===== config.mk =====
export PLATFORM = sky130hd
export DESIGN_NAME = dvrs_stepper
export DESIGN_NICKNAME = d
export VERILOG_FILES = /design/src/hw/dvrs_stepper.v /design/src/hw/dvrs_sampler.v
export VERILOG_INCLUDE_DIRS = /design/src /design/src/hw
export SDC_FILE = /design/constraint.sdc
export NUM_CORES = 1
export LEC_CHECK = 0
export ABC_AREA = 1
export BUFFER_PORTS_ARGS = -buffer_cell sky130_fd_sc_hd__buf_2
export CAP_MARGIN = 20
export CORE_ASPECT_RATIO = 0.8
export CORE_UTILIZATION = 55
export DETAILED_ROUTE_END_ITERATION = 8
export GPL_TIMING_DRIVEN = 0
export HOLD_SLACK_MARGIN = 0.03
export PLACE_DENSITY_LB_ADDON = 0.25
export SETUP_SLACK_MARGIN = 0.2
export SYNTH_ARGS = -nofsm -noshare
export SYNTH_HDL_FRONTEND = slang
export SYNTH_SLANG_ARGS = --single-unit
export TNS_END_PERCENT = 100

===== constraint.sdc =====
create_clock -name i_clock -period 6.5 [get_ports i_clock]
set_input_delay 1.3 -clock i_clock [delete_from_list [all_inputs] [get_ports i_clock]]
set_output_delay 1.3 -clock i_clock [all_outputs]
set_load 0.05 [all_outputs]

===== src/hw/dvrs_regs.vh =====
// constants for the dynamic voltage code reference stepper
`ifndef DVRS_REGS_VH
`define DVRS_REGS_VH

// ----------------------------------------
// timing
// ----------------------------------------
`define DVRS_CLOCK_NS 16'h000A
`define DVRS_PHASE_NS 16'h0BB8
`define DVRS_SAMPLES_PER_PHASE 16'h0006
// phase over clock over samples, held at sub counter width
`define DVRS_SLOT_CYCLES 8'h32
`define DVRS_LAST_SLOT 3'h5
`define DVRS_HALF_SLOT 3'h2
`define DVRS_MATCH_COUNT 2'h3

// ----------------------------------------
// table modes
// ----------------------------------------
`define DVRS_MODE_FIVE_LO 2'h0
`define DVRS_MODE_FIVE_HI 2'h1
`define DVRS_MODE_SIX 2'h2

// ----------------------------------------
// code decode, reference in 12.5 mV units
// ----------------------------------------
`define DVRS_REF_W 8
`define DVRS_STEP_UNITS 8'h01
`define DVRS_BASE_FIVE_LO 8'h7C
`define DVRS_BASE_FIVE_HI 8'h94
`define DVRS_BASE_SIX 8'h95
`define DVRS_BASE_SIX_WRAP 8'h57
`define DVRS_SIX_WRAP_LAST 6'h14
`define DVRS_OFF_SIX_A 6'h3F
`define DVRS_OFF_SIX_B 6'h3E
`define DVRS_OFF_FIVE 5'h1F

// ----------------------------------------
// reset values
// ----------------------------------------
`define DVRS_RST_REF 8'h00
`define DVRS_RST_NO_LOAD 1'h1

`endif


===== src/hw/dvrs_stepper.v =====
// reference target stepper driven by the processor voltage code pins
`timescale 1ns/10ps
`default_nettype none
`include "dvrs_regs.vh"
module dvrs_stepper #(
  parameter SUB_W = 8,
  parameter [SUB_W-1:0] SLOT_CYCLES = `DVRS_SLOT_CYCLES
) (
  input wire i_clock,
  input wire i_rst,
  input wire [4:0] i_voltage_code,
  input wire i_half_step_code_bit,
  input wire i_six_bit_table_select,
  output reg [7:0] o_ref_target,
  output reg [7:0] o_ref_goal,
  output reg o_no_load,
  output wire o_slewing,
  output reg [1:0] o_table_mode,
  output wire o_phase_start
);
  localparam ST_IDLE = 2'h0;
  localparam ST_WAIT = 2'h1;
  localparam ST_SLEW = 2'h2;

  reg [SUB_W-1:0] sub;
  reg [2:0] slot;
  reg [1:0] state;
  reg [1:0] next_state;
  reg [5:0] acc_code;
  reg loaded;
  reg [1:0] next_mode;
  reg [7:0] next_ref;
  reg [7:0] step_ref;
  reg accept;
  reg [5:0] new_code;
  wire sample_tick;
  wire half_tick;
  wire mode_changed;
  wire six_mode;
  wire [5:0] code6;
  wire smp_valid;
  wire [5:0] smp_code;

  // ----------------------------------------
  // table decode
  // ----------------------------------------
  function dvrs_is_off;
    input [1:0] mode;
    input [5:0] code;
    begin
      if (mode == `DVRS_MODE_SIX) begin
        dvrs_is_off = (code == `DVRS_OFF_SIX_A) || (code == `DVRS_OFF_SIX_B);
      end else begin
        dvrs_is_off = (code[5:1] == `DVRS_OFF_FIVE);
      end
    end
  endfunction

  // six-bit table wraps: the lowest codes sit at the bottom of the range
  function [7:0] dvrs_decode;
    input [1:0] mode;
    input [5:0] code;
    begin
      case (mode)
        `DVRS_MODE_SIX: begin
          if (code <= `DVRS_SIX_WRAP_LAST) begin
            dvrs_decode = `DVRS_BASE_SIX_WRAP - {2'h0, code};
          end else begin
            dvrs_decode = `DVRS_BASE_SIX - {2'h0, code};
          end
        end
        `DVRS_MODE_FIVE_HI: begin
          dvrs_decode = `DVRS_BASE_FIVE_HI - {2'h0, code[5:1], 1'b0};
        end
        default: begin
          dvrs_decode = `DVRS_BASE_FIVE_LO - {2'h0, code[5:1], 1'b0};
        end
      endcase
    end
  endfunction

  // ----------------------------------------
  // table select
  // ----------------------------------------
  always @* begin
    if (i_six_bit_table_select) begin
      next_mode = `DVRS_MODE_SIX;
    end else if (i_half_step_code_bit) begin
      next_mode = `DVRS_MODE_FIVE_HI;
    end else begin
      next_mode = `DVRS_MODE_FIVE_LO;
    end
  end

  assign mode_changed = (next_mode != o_table_mode);
  assign six_mode = (o_table_mode == `DVRS_MODE_SIX);
  assign code6 = {i_voltage_code, i_half_step_code_bit & six_mode};

  // ----------------------------------------
  // phase timing: six slots per switching cycle
  // ----------------------------------------
  assign sample_tick = (sub == SLOT_CYCLES - {{(SUB_W-1){1'b0}}, 1'b1});
  assign o_phase_start = sample_tick && (slot == `DVRS_LAST_SLOT);
  // three slots after the cycle start is half a phase cycle
  assign half_tick = sample_tick && (slot == `DVRS_HALF_SLOT);

  always @(posedge i_clock) begin
    if (i_rst) begin
      sub <= {SUB_W{1'b0}};
      slot <= 3'h0;
    end else if (sample_tick) begin
      sub <= {SUB_W{1'b0}};
      slot <= (slot == `DVRS_LAST_SLOT) ? 3'h0 : slot + 3'h1;
    end else begin
      sub <= sub + {{(SUB_W-1){1'b0}}, 1'b1};
    end
  end

  // ----------------------------------------
  // six-bit validation
  // ----------------------------------------
  dvrs_sampler #(
    .CODE_W(6),
    .CNT_W(2),
    .MATCH_COUNT(`DVRS_MATCH_COUNT)
  ) u_sampler (
    .i_clock(i_clock),
    .i_rst(i_rst),
    .i_clear(mode_changed),
    .i_strobe(sample_tick && six_mode),
    .i_code(code6),
    .o_valid(smp_valid),
    .o_code(smp_code)
  );

  // ----------------------------------------
  // code acceptance
  // ----------------------------------------
  always @* begin
    accept = 1'b0;
    new_code = code6;
    if (six_mode) begin
      new_code = smp_code;
      // the processor moves one step at a time, so no slew is needed
      accept = smp_valid && (!loaded || smp_code != acc_code);
    end else begin
      // the goal takes any distance in one go, read once per cycle; the target slews to it once loaded, else jumps
      accept = o_phase_start && (!loaded || code6 != acc_code);
    end
  end

  // ----------------------------------------
  // slewing
  // ----------------------------------------
  always @* begin
    if (o_ref_target < o_ref_goal) begin
      step_ref = o_ref_target + `DVRS_STEP_UNITS;
    end else if (o_ref_target > o_ref_goal) begin
      step_ref = o_ref_target - `DVRS_STEP_UNITS;
    end else begin
      step_ref = o_ref_target;
    end
  end

  always @* begin
    next_state = state;
    next_ref = o_ref_target;
    case (state)
      ST_IDLE: begin
        next_state = ST_IDLE;
      end
      ST_WAIT, ST_SLEW: begin
        if (half_tick) begin
          next_ref = step_ref;
          next_state = (step_ref == o_ref_goal) ? ST_IDLE : ST_SLEW;
        end
      end
      default: begin
        next_state = ST_IDLE;
      end
    endcase
  end

  assign o_slewing = (state != ST_IDLE);

  always @(posedge i_clock) begin
    if (i_rst) begin
      state <= ST_IDLE;
      acc_code <= 6'h00;
      loaded <= 1'b0;
      o_ref_target <= `DVRS_RST_REF;
      o_ref_goal <= `DVRS_RST_REF;
      o_no_load <= `DVRS_RST_NO_LOAD;
      o_table_mode <= `DVRS_MODE_FIVE_LO;
    end else begin
      o_table_mode <= next_mode;
      if (mode_changed) begin
        // a new table means a new scale: reload with a jump
        loaded <= 1'b0;
        state <= ST_IDLE;
      end else if (accept) begin
        acc_code <= new_code;
        loaded <= 1'b1;
        if (dvrs_is_off(o_table_mode, new_code)) begin
          o_no_load <= 1'b1;
          state <= ST_IDLE;
        end else begin
          o_no_load <= 1'b0;
          o_ref_goal <= dvrs_decode(o_table_mode, new_code);
          if (six_mode || !loaded) begin
            o_ref_target <= dvrs_decode(o_table_mode, new_code);
            state <= ST_IDLE;
          end else if (dvrs_decode(o_table_mode, new_code) == o_ref_target) begin
            state <= ST_IDLE;
          end else if (state != ST_SLEW) begin
            state <= ST_WAIT;
          end
        end
      end else begin
        state <= next_state;
        o_ref_target <= next_ref;
      end
    end
  end
endmodule
`default_nettype wire


===== src/hw/dvrs_sampler.v =====
// consecutive-match validator for the sampled voltage code
`timescale 1ns/10ps
`default_nettype none
`include "dvrs_regs.vh"
module dvrs_sampler #(
  parameter CODE_W = 6,
  parameter CNT_W = 2,
  parameter [CNT_W-1:0] MATCH_COUNT = `DVRS_MATCH_COUNT
) (
  input wire i_clock,
  input wire i_rst,
  input wire i_clear,
  input wire i_strobe,
  input wire [CODE_W-1:0] i_code,
  output reg o_valid,
  output reg [CODE_W-1:0] o_code
);
  reg [CNT_W-1:0] count;

  // ----------------------------------------
  // match counting
  // ----------------------------------------
  always @(posedge i_clock) begin
    if (i_rst || i_clear) begin
      count <= {CNT_W{1'b0}};
      o_code <= {CODE_W{1'b0}};
      o_valid <= 1'b0;
    end else begin
      o_valid <= 1'b0;
      if (i_strobe) begin
        if (count != {CNT_W{1'b0}} && i_code == o_code) begin
          // saturate so a steady code raises one pulse only
          if (count != MATCH_COUNT) begin
            count <= count + {{(CNT_W-1){1'b0}}, 1'b1};
          end
          if (count == MATCH_COUNT - {{(CNT_W-1){1'b0}}, 1'b1}) begin
            o_valid <= 1'b1;
          end
        end else begin
          o_code <= i_code;
          count <= {{(CNT_W-1){1'b0}}, 1'b1};
        end
      end
    end
  end
endmodule
`default_nettype wire


==> summary.md, run 1 <==
| Metric | Value |
|---|---|
| Result of the run | finished, final reports clean |
| Total core area | 6571 um2 |
| Number of unique standard cell types used by synthesis | 39 |
| Seq pwr share | 47.9% |
| Number of instances in the synthesized netlist | 616 |
| # resized after CTS | 0 |
| Cell at the root of the clock tree | clkbuf_8 |
| Sequential element share of the synthesized area | 25.06% |
| Synth async-reset ratio | 0% |
| Clock tree buffer depth | 2 |
| Net count reported at finish | 682 |
| Overall die width | 95.36 um |
| Type of element capturing the critical path | flip-flop |
| Dominant synthesized flop cell | dfxtp_1 |
| Overall die height | 76.69 um |
| Post-route clock period utilization | 51.12% |
| Number of enable-type register cells in the synthesized netlist | 0 |
| Clock Latency Late Sink | 0.31 ns |
| Syn_nets | 647 |
| Largest driver fanout on the critical path | 7 |
| Worst voltage drop across the vdd grid | 0.1208 mV |
| Actual transition at the worst max-transition pin | 0.7874 ns |
| Vias in the first global route | 3,691 |
| Internal power | 440.8 uW |
| Total of buffers placed on input and output ports | 28 |
| Post-detail-place hpwl | 8.093 mm |
| Top-level I/O count | 30 |
| Average wire per cell in the routed design | 14.00 um |
| Initial Utilization | 58.36% |
| Top delay family on crit path | simple AND/OR/NAND/NOR gates |
| Number of buffers inserted by post-CTS setup repair | 0 |
| Top library cells by usage in the layout, fill and taps aside | nand2_1 (163), inv_1 (77), nand3_1 (64), nor2_1 (58), dfxtp_1 (48) |
| Final setup violation count | 0 |
| Switch share | 29.26% |
| First-pass GRT wire length | 17.17 mm |
| Worst EP required | 6.75 ns |
| Type of the most critical hold path | flip-flop to flip-flop |
| Share of power burned in combinational logic | 15.0% |
| Remaining antenna violation count after routing | 0 |
| Clock share of power | 37.1% |
| Highest clock rate | 301.0 MHz |
| Remaining design rule violation count | 0 |
| Hold Vio Cnt, Final | 0 |
| Worst setup SP type | input port |
| Switching component of the power | 182.3 uW |
| Count of synthesis-stage warnings from yosys | 0 |
| Syn_area_per_cell | 6.226 um2 |
| Cell area after synthesis | 3835 um2 |
| Final weighted congestion in routability-driven placement | 0.9201 |
| CTS Buf Count | 5 |
| Final Routed Wirelength | 10.30 mm |
| Cell repeated most along the worst path | nand2_1 |
| Detailed-router iteration count before antenna repair | 5 |
| Leading cell type in the layout, fill and taps excluded | nand2_1 |
| List of cells traversed by the critical path | buf_2 -> inv_1 -> o21ai_2 -> ha_1 -> inv_1 -> nand3_1 -> nand2_1 -> nand2_1 -> nand2_1 -> inv_1 -> nand3_1 -> nand2_1 -> nand2_1 -> nand2_1 -> nand2_1 -> nand3_1 -> nor2_1 -> nand2_2 -> nand3_1 -> nand2_1 -> nand2_1 -> nor2_1 |
| Total Neg Setup Slack | 0 ns |
| Number of buffers inserted for hold repair after clock tree synthesis | 0 |
| Share of layout cells above drive strength 1 | 13.19% |
| Antenna violations before repair | 0 |
| Via count | 4,138 |
| Buffers & Inverters on Critical Path | 4 |
| Antenna diode count | 0 |
| Overall die area | 7313 um2 |
| Clock transition time at the flip-flop clock pins of the worst setup and hold paths | 0.10 ns |
| Lkg Pwr | 2.078 nW |
| Synth-to-Final Area Change | 9.429% |
| Worst-path cell with the longest stage delay | o21ai_2 |
| Time the final worst path needs with I/O delays and setup | 3.323 ns |
| Clock net sink count | 48 |
| Post-synthesis sequential element count | 48 |
| Maximum number of pins on one net before global-route repair | 17 |
| Data arrival time of the critical path | 3.57 ns |
| Slew Viols, Final | 0 |
| Delay contributed by the slowest stage of the critical path | 0.30 ns |
| Worst-case hold slack | 0.4832 ns |
| Global route total overflow | 0 |
| Category of the most critical setup path | input port to flip-flop |
| Slew HR | 47.31% |
| Setup repair after global routing missed its margin | false |
| First-iteration detailed-routing DRC count | 408 |
| TritonCTS clock tree | done |
| Count of maximum capacitance violations | 0 |
| Global-route usage over all layers | 29.44% |
| Clock Skews | 0.009444 ns |
| Depth of the CTS H-tree | 2 |
| Vias per cell | 5.622 |
| Pwr/cell area | 148.5 nW/um2 |
| Floorplan row count | 26 |
-- registers in the layout, indices dropped and copies added, names as in the netlist --
| name | cells |
|---|---|
| slot | 3 |
| u_sampler.count | 2 |
| u_sampler.o_code | 6 |
| acc_code | 6 |
| u_sampler.o_valid | 1 |
| state | 2 |
| loaded | 1 |
| sub | 8 |
| o_table_mode | 2 |
| o_ref_target | 8 |
| o_ref_goal | 8 |
| o_no_load | 1 |
-- metal layers --
metal	GRT usage (%)	part of all wire (%)	routed length (um)	up-vias
li1	-	-	-	2071
met1	45.23	48	4988	1871
met2	41.64	42	4305	178
met3	5.258	8.9	919	18
met4	6.970	0.86	89	0
met5	0	0	0	-
-- logic make-up (layout without fill, tap and decap cells) --
kind of cell	count (synthesis)	count (layout)	synth area share [%]
compound gates	102	102	14.55
flops	48	48	25.06
fa+ha+maj	22	22	7.178
simple gates	333	333	39.71
buf+inv	100	136	10.99
xor+xnor	11	11	2.512
-- stage by stage --
stage	power (mW)	setup WS (ns)	utilization (%)	std cells	instance area [um2]
after floorplan	0.3732	3.444	-	616	3835
after global placement	0.3944	2.967	62.09	728	4080
after detailed placement	0.3960	2.919	62.09	728	4080
after CTS	0.6232	3.220	63.86	736	4197
after global routing	0.6493	2.846	63.86	736	4197
final	0.6231	3.177	63.86	736	4197
-- cell usage after synthesis (2+ instances only) --
cell / instances / area, um2
inv_2: 2 / 7.510
inv_1: 77 / 289.0
buf_6: 4 / 45.04
a21oi_1: 41 / 205.2
o21ai_1: 5 / 25.02
dfxtp_1: 48 / 960.9
xnor2_1: 2 / 17.52
nor2_2: 2 / 12.51
nor2_1: 58 / 217.7
nor3_1: 6 / 30.03
a211oi_1: 2 / 15.01
o21a_1: 2 / 15.01
o21ai_2: 2 / 17.52
o22ai_1: 7 / 43.79
nand2_4: 2 / 22.52
inv_4: 2 / 12.51
buf_4: 2 / 15.01
nor2_4: 4 / 45.04
nand4_1: 4 / 25.02
nand2_1: 163 / 611.8
nor3b_1: 2 / 15.01
xor2_1: 9 / 78.83
o21ai_0: 38 / 190.2
buf_2: 3 / 15.01
nor3_2: 5 / 50.05
nand3_2: 6 / 60.06
or2_2: 4 / 25.02
nor4_1: 2 / 12.51
nand3_1: 64 / 320.3
nand2_2: 10 / 62.56
ha_1: 22 / 275.3
clkbuf_1: 9 / 33.78
-- power by group through the flow --
| stage | Clock (mW) | Sequential [mW] | Combinational [mW] |
|---|---|---|---|
| after floorplan | 0 | 0.307 | 0.0666 |
| after global placement | 0 | 0.305 | 0.0895 |
| after detailed placement | 0 | 0.305 | 0.0909 |
| after CTS | 0.233 | 0.298 | 0.0918 |
| after global routing | 0.246 | 0.299 | 0.104 |
| final | 0.231 | 0.298 | 0.0937 |
-- final timing paths --
check / cells past startpoint / endpoint / slack (ns) / startpoint
setup / recovery: 22 / state[0] / 3.18 / i_voltage_code[0]
hold / removal: 1 / sub[0] / 0.48 / sub[0]
setup reg to reg: 25 / state[1] / 3.52 / o_table_mode[0]
hold reg to reg: 1 / sub[0] / 0.48 / sub[0]
-- area by class of cell --
type                       count  area [um2]
clock buffer                   5       68.82
multi-input combinational    468        2452
tap                           84       105.1
sequential                    48       960.9
inverter                      82       312.8
timing repair buffer          28       140.1
clock inverter                 3       47.55
fill                         635        2375
buffer                        18       108.9
No activity file was read; power rests on OpenSTA's default activity.
==> run 2: changes to the inputs <==
Settings changed: ABC_AREA 1 to 0.
Clock period 6.5 ns to 2.77 ns, I/O delays scaled along.
==> run 2 against run 1 <==
- the run now ends with negative setup slack left
- register-to-register slack lost 4.0 ns
- total power rose to 2.5 times the previous value
- critical path depth fell by 12
- combinational power grew to 3.4 times the previous value
- count of clock-buffer cells in the layout unchanged
- sequential share of layout area down 3.0 points
- sequential cell count did not move
- worst setup slack worse by 3.7 ns
- clock power up 140%
- clock skew increased by 0.0043 ns
- largest cell class unchanged
- highest routed layer unchanged
==> summary.md, run 2 <==
| Metric | Value |
|---|---|
| Result of the run | complete, but fails checks |
| Violations in the final reports | negative setup slack |
| Cell area after synthesis | 3989 um2 |
| Setup repair after global routing missed its margin | true |
| Category of the most critical setup path | flip-flop to flip-flop |
| Number of buffers inserted for hold repair after clock tree synthesis | 0 |
| Cell at the root of the clock tree | clkbuf_8 |
| Worst EP required | 2.98 ns |
| Reg-to-reg setup timing slack | -0.51 ns |
| Lkg Pwr | 1.927 nW |
| Hold Vio Cnt, Final | 0 |
| Average wire per cell in the routed design | 18.24 um |
| Clock transition time at the flip-flop clock pins of the worst setup and hold paths | 0.11 ns |
| Remaining antenna violation count after routing | 0 |
| Global-route usage over all layers | 31.55% |
| Share of layout cells above drive strength 1 | 24.69% |
| Count of maximum capacitance violations | 0 |
| Post-Synth Simple-Gate Area | 24.81% |
| Pwr/cell area | 320.6 nW/um2 |
| Data arrival time of the critical path | 3.48 ns |
| Final weighted congestion in routability-driven placement | 0.9047 |
| Clock Latency Late Sink | 0.31 ns |
| Remaining design rule violation count | 0 |
| Hold Path Depth | 2 |
| Global route total overflow | 0 |
| First-pass GRT wire length | 19.34 mm |
| Time the final worst path needs with I/O delays and setup | 3.278 ns |
| Total of buffers placed on input and output ports | 24 |
| Net count reported at finish | 601 |
| Number of enable-type register cells in the synthesized netlist | 0 |
| Worst-case hold slack | 0.4405 ns |
| Beginning of the worst hold path | i_six_bit_table_select |
| Filler cell count | 549 |
| Most common cell in the synthesized netlist | nor2_1 |
| Synth async-reset ratio | 0% |
| Syn_area_per_cell | 7.868 um2 |
| Final Routed Wirelength | 12.00 mm |
| Post-synthesis sequential element count | 48 |
| Top library cells by usage in the layout, fill and taps aside | nor2_1 (51), dfxtp_1 (45), a21oi_1 (33), buf_2 (32), xnor2_1 (32) |
| Clock net sink count | 48 |
| Final standard cell count with taps included and fillers excluded | 658 |
| Total core area | 6959 um2 |
| Maximum number of pins on one net before global-route repair | 17 |
| CTS Buf Count | 5 |
| Clock tree buffer depth | 2 |
| Vias per cell | 6.160 |
| Type of the most critical hold path | input port to flip-flop |
| Commonest cells post-synth | nor2_1 (53), dfxtp_1 (48), a21oi_1 (36) |
| Area used by sequential logic in the layout | 969.7 um2 |
| Slew Viols, Final | 0 |
| Capturing instance or port of the critical path | state[1] |
| Type of element capturing the critical path | flip-flop |
| Antenna violations before repair | 0 |
| Overall die width | 97.21 um |
| Mux cell area share after synthesis | 6.556% |
| Actual transition at the worst max-transition pin | 0.9159 ns |
| Dominant synthesized flop cell | dfxtp_1 |
| Leading cell type in the layout, fill and taps excluded | nor2_1 |
| Initial Utilization | 57.32% |
| Number of cells on the worst reg-to-reg path | 10 |
| Overall die area | 7599 um2 |
| Highest clock rate | 305.0 MHz |
| Worst setup SP type | flip-flop |
| Detailed-router iteration count before antenna repair | 6 |
| First-iteration detailed-routing DRC count | 485 |
| Final setup violation count | 12 |
| Area of the multi-input gates | 2958 um2 |
| Slew HR | 38.66% |
| Cell taking the most area after synthesis | dfxtp_1 |
| TritonCTS clock tree | done |
| Largest driver fanout on the critical path | 9 |
| Synth-to-Final Area Change | 22.15% |
| Worst-case setup margin in the final layout | -0.5082 ns |
| Sequential element share of the synthesized area | 24.09% |
| Dpl cells | 618 |
| Via count | 4,053 |
| Endpoint of the most critical register-to-register path | state[1] |
| Post-route clock period utilization | 118.3% |
| Depth of the CTS H-tree | 2 |
| Number of instances in the synthesized netlist | 507 |
| CP Launch Point | o_ref_target[7] |
| Post-detail-place hpwl | 8.442 mm |
| Vias in the first global route | 3,881 |
| Xor-xnor portion of the synthesized cell area | 10.98% |
| Worst voltage drop across the vdd grid | 0.3138 mV |
| Synth top area cells | dfxtp_1 (24%), xnor2_1 (7.2%), ha_1 (6.9%) |
| Syn_nets | 538 |
| Fraction of the mapped netlist area in adder cells | 6.901% |
| Share of the synthesized area in the top cell type | 24.09% |
| Registers with the most flip-flops | o_ref_goal: 8 flops, o_ref_target: 8 flops, sub: 8 flops |
| Overall die height | 78.17 um |
| Floorplan row count | 27 |
| Count of synthesis-stage warnings from yosys | 0 |
| Antenna diode count | 0 |
| Main combinational cell family by area after synthesis | simple AND/OR/NAND/NOR gates |
| Total Neg Setup Slack | -2.634 ns |
| Top-level I/O count | 30 |
| Compound-gate portion of the synthesized area | 20.08% |
| Minimum setup slack after placement | -0.8497 ns |
| Clock Skews | 0.01372 ns |
| Startpoint of the worst register-to-register path | o_ref_target[7] |
| Number of unique standard cell types used by synthesis | 69 |
==> run 2: repair_timing <==
action                     in CTS  in global routing
setup endpoints to repair      19                 26
pin swaps                      11                 15
buffers inserted               23                  8
resized for setup              20                 22
cloned                          0                  1
==> run 2: worst min path at each step <==
| stage | endpoint | slack, ns |
|---|---|---|
| after floorplan | sub[0] | 0.44 |
| after global placement | sub[0] | 0.46 |
| after detailed placement | sub[0] | 0.47 |
| after CTS | o_table_mode[0] | 0.44 |
| after global routing | o_table_mode[0] | 0.44 |
| final | o_table_mode[0] | 0.44 |
==> run 2: kinds of logic after synthesis <==
| group | after synthesis |
|---|---|
| AO/OA/AOI/OAI | 112 |
| multiplexers | 24 |
| buffers and inverters | 59 |
| XOR/XNOR | 50 |
| adder cells (fa/ha/maj) | 22 |
| AND/OR/NAND/NOR | 192 |
| flip-flops | 48 |
==> run 2: power breakdown <==
group | switching (mW) | internal (mW) | total, mW | leakage [nW]
logic | 0.185 | 0.131 | 0.316 | 1.48
registers | 0.00644 | 0.694 | 0.700 | 0.389
clock network | 0.273 | 0.273 | 0.546 | 0.0548
total | 0.465 | 1.10 | 1.56 | 1.93
==> run 2: cell type report <==
| cell class | instances | share of cell area (%) |
|---|---|---|
| buffer | 33 | 4.417 |
| clock buffer | 5 | 1.412 |
| clock inverter | 3 | 0.9502 |
| inverter | 26 | 2.131 |
| multi-input combinational | 400 | 60.71 |
| sequential | 48 | 19.90 |
| tap | 87 | 2.234 |
| timing repair buffer | 56 | 8.243 |
==> run 2: worst max-delay path, cell delays in order, from the launching register on <==
cell and delay [ns]:
dfxtp_1 0.65, ha_1 0.35, a21oi_1 0.15, o21a_1 0.31, and2_1 0.17, clkbuf_1 0.24, a22oi_1 0.26, xnor2_1 0.37
nand4_1 0.16, o41ai_1 0.40, o21ai_1 0.11
==> run 2: routing by layer <==
layer	part of all wire (%)	global-route usage [%]	up-vias	wire length, um
met5	0	0	-	0
met4	1.3	8.235	0	160
met3	11	8.459	22	1298
met2	43	47.82	206	5206
met1	44	44.27	1901	5336
li1	-	-	1924	-
==> run 2: through the flow <==
step	area [um2]	utilization (%)	power [mW]
floorplan	4064	-	0.8996
global placement	4293	61.69	0.9565
detailed placement	4293	61.69	0.9607
CTS	4700	67.53	1.535
global route	4872	70.01	1.614
finish	4872	70.01	1.562
==> run 3: changes to the inputs <==
Settings changed: RECOVER_POWER set to 25.
==> run 3 against run 2 <==
- die area did not move
- clock skew down 0.0014 ns
- critical path depth is 6 higher
- core utilization is 0.20 points lower
- clock power about the same
- final cell count unchanged
- combinational power about the same
- non-clock buffer count did not move
- critical endpoint is now state[0]
- sequential share of layout area is 0.056 points higher
- global-route usage did not move
- sequential power barely moved
- the run still ends with negative setup slack left
- maximum frequency up 0.68%
==> summary.md, run 3 (synthesis results as in run 2) <==
| Metric | Value |
|---|---|
| Category of the most critical setup path | flip-flop to flip-flop |
| Post-route clock period utilization | 117.6% |
| Clock Latency Late Sink | 0.31 ns |
| Highest clock rate | 307.1 MHz |
| Clock Skews | 0.01234 ns |
| Type of the most critical hold path | input port to flip-flop |
| Startpoint of the worst register-to-register path | o_table_mode[0] |
| Depth of the CTS H-tree | 2 |
| Reg-to-reg setup timing slack | -0.49 ns |
| Share of layout cells above drive strength 1 | 22.77% |
| Total of buffers placed on input and output ports | 24 |
| Floorplan row count | 27 |
| Pwr/cell area | 321.1 nW/um2 |
| CTS Buf Count | 5 |
| List of cells traversed by the critical path | inv_4 -> ha_4 -> buf_8 -> buf_4 -> mux2_4 -> ha_4 -> buf_8 -> buf_4 -> xnor2_1 -> and4b_1 -> a2111oi_2 -> o211ai_1 -> nor4_2 -> nand4_1 -> o21ai_1 -> a21oi_1 |
| Buffers & Inverters on Critical Path | 5 |
| Overall die area | 7599 um2 |
| Worst-case setup margin in the final layout | -0.4861 ns |
| Top delay family on crit path | simple AND/OR/NAND/NOR gates |
| First-pass GRT wire length | 19.34 mm |
| Worst-path cell with the longest stage delay | dfxtp_4 |
| Cell area reported after detailed placement | 4293 um2 |
| Synth-to-Final Area Change | 21.80% |
| Clock tree buffer depth | 2 |
| Result of the run | complete, but fails checks |
| Overall power after layout | 1.560 mW |
| Via count | 4,073 |
| Net count reported at finish | 601 |
| Maximum number of pins on one net before global-route repair | 17 |
| Global route total overflow | 0 |
| Capturing instance or port of the critical path | state[0] |
| Total core area | 6959 um2 |
| Clock transition time at the flip-flop clock pins of the worst setup and hold paths | 0.11 ns |
| Final core area utilization | 69.81% |
| Average wire per cell in the routed design | 18.27 um |
| Filler cell count | 556 |
| Top-level I/O count | 30 |
| Hold Vio Cnt, Final | 0 |
| Initial Utilization | 57.32% |
| Final weighted congestion in routability-driven placement | 0.9047 |
| Number of cells on the critical path | 16 |
| Number of buffers inserted for hold repair after clock tree synthesis | 0 |
| Vias in the first global route | 3,881 |
| Top library cells by usage in the layout, fill and taps aside | nor2_1 (51), dfxtp_1 (45), a21oi_1 (33), xnor2_1 (32), nand2_1 (31) |
| Antenna violations before repair | 0 |
| Worst setup SP type | flip-flop |
| Number of cells on the worst reg-to-reg path | 16 |
| Final setup violation count | 12 |
| CP Launch Point | o_table_mode[0] |
| Remaining antenna violation count after routing | 0 |
| Violations in the final reports | negative setup slack |
| Cell at the root of the clock tree | clkbuf_8 |
| Minimum setup slack after placement | -0.8497 ns |
| Count of maximum capacitance violations | 0 |
| Largest driver fanout on the critical path | 5 |
| Endpoint of the most critical register-to-register path | state[0] |
| Remaining design rule violation count | 0 |
| Registers with the most flip-flops | o_ref_goal: 8 flops, o_ref_target: 8 flops, sub: 8 flops |
| Worst EP required | 2.97 ns |
| TritonCTS clock tree | done |
| Antenna diode count | 0 |
| Post-detail-place hpwl | 8.442 mm |
| Slew HR | 39.39% |
| Slew Viols, Final | 0 |
| Lkg Pwr | 1.882 nW |
| Area used by sequential logic in the layout | 969.7 um2 |
| Vias per cell | 6.190 |
| Delay contributed by the slowest stage of the critical path | 0.37 ns |
| Clock net sink count | 48 |
| Type of element capturing the critical path | flip-flop |
| Global-route usage over all layers | 31.55% |
| Detailed-router iteration count before antenna repair | 5 |
| Data arrival time of the critical path | 3.45 ns |
| First-iteration detailed-routing DRC count | 416 |
| Worst voltage drop across the vdd grid | 0.3125 mV |
| Area of the multi-input gates | 2958 um2 |
| Final Routed Wirelength | 12.02 mm |
| Time the final worst path needs with I/O delays and setup | 3.256 ns |
| Overall die height | 78.17 um |
| Post-Layout Inst Area | 4858 um2 |
| Actual transition at the worst max-transition pin | 0.9049 ns |
| Overall die width | 97.21 um |
| Setup repair after global routing missed its margin | true |
| Leading cell type in the layout, fill and taps excluded | nor2_1 |
-- run 3: how the worst min path moves through the flow --
stage                                 startpoint               to  slack (ns)  depth (start not counted)
after global routing      i_six_bit_table_select  o_table_mode[0]        0.44                          2
after CTS                 i_six_bit_table_select  o_table_mode[0]        0.44                          2
after global placement                    sub[0]           sub[0]        0.46                          1
final                     i_six_bit_table_select  o_table_mode[0]        0.44                          2
after detailed placement                  sub[0]           sub[0]        0.47                          1
after floorplan                           sub[0]           sub[0]        0.44                          1
-- run 3: what timing repair did --
item,4_1_cts,5_1_grt
buffers inserted,23,8
gates resized for setup,20,22
gates cloned,0,1
endpoints found under the setup margin,19,26
pin swaps,11,15
-- run 3: power breakdown --
group          internal [mW]  switching (mW)  total [mW]
Combinational          0.130           0.185       0.316
Clock                  0.273           0.271       0.544
Sequential             0.694         0.00647       0.700
Total                   1.10           0.463        1.56
-- run 3: worst reg2reg max path, delay by kind of cell (launching register included) --
family / cells / cell delay (ns)
xor gates and xnor gates: 1 / 0.20
buffers and inverters: 5 / 0.55
and+or+nand+nor: 3 / 0.71
adders and majority gates: 2 / 0.32
DFF: 1 / 0.37
AOI/OAI and AO/OA: 4 / 0.68
muxes: 1 / 0.32
-- run 3: stage by stage --
stage / TNS, ns / std cells / hold WS, ns
3_5_place_dp: -4.271 / 618 / 0.4694
6_report: -2.629 / 658 / 0.4428
4_1_cts: -2.747 / 649 / 0.4381
3_3_place_gp: -3.634 / 618 / 0.4599
2_1_floorplan: -0.8864 / 507 / 0.4409
5_1_grt: -4.141 / 658 / 0.4387
-- run 3: per-layer routing --
metal | global-route usage [%] | share of wire [%] | vias to the layer above
met4 | 8.235 | 1.6 | 0
met5 | 0 | 0 | -
li1 | - | - | 1923
met1 | 44.27 | 43 | 1908
met3 | 8.459 | 12 | 26
met2 | 47.82 | 44 | 216
-- run 3: final cells by class --
class                   count  area share [%]
clock inverters             3          0.9529
plain buffers              33           4.430
inverters                  26           2.138
repair buffers             56           7.984
flip-flops and latches     48           19.96
multi-input cells         400           60.88
clock buffers               5           1.416
well taps                  87           2.241
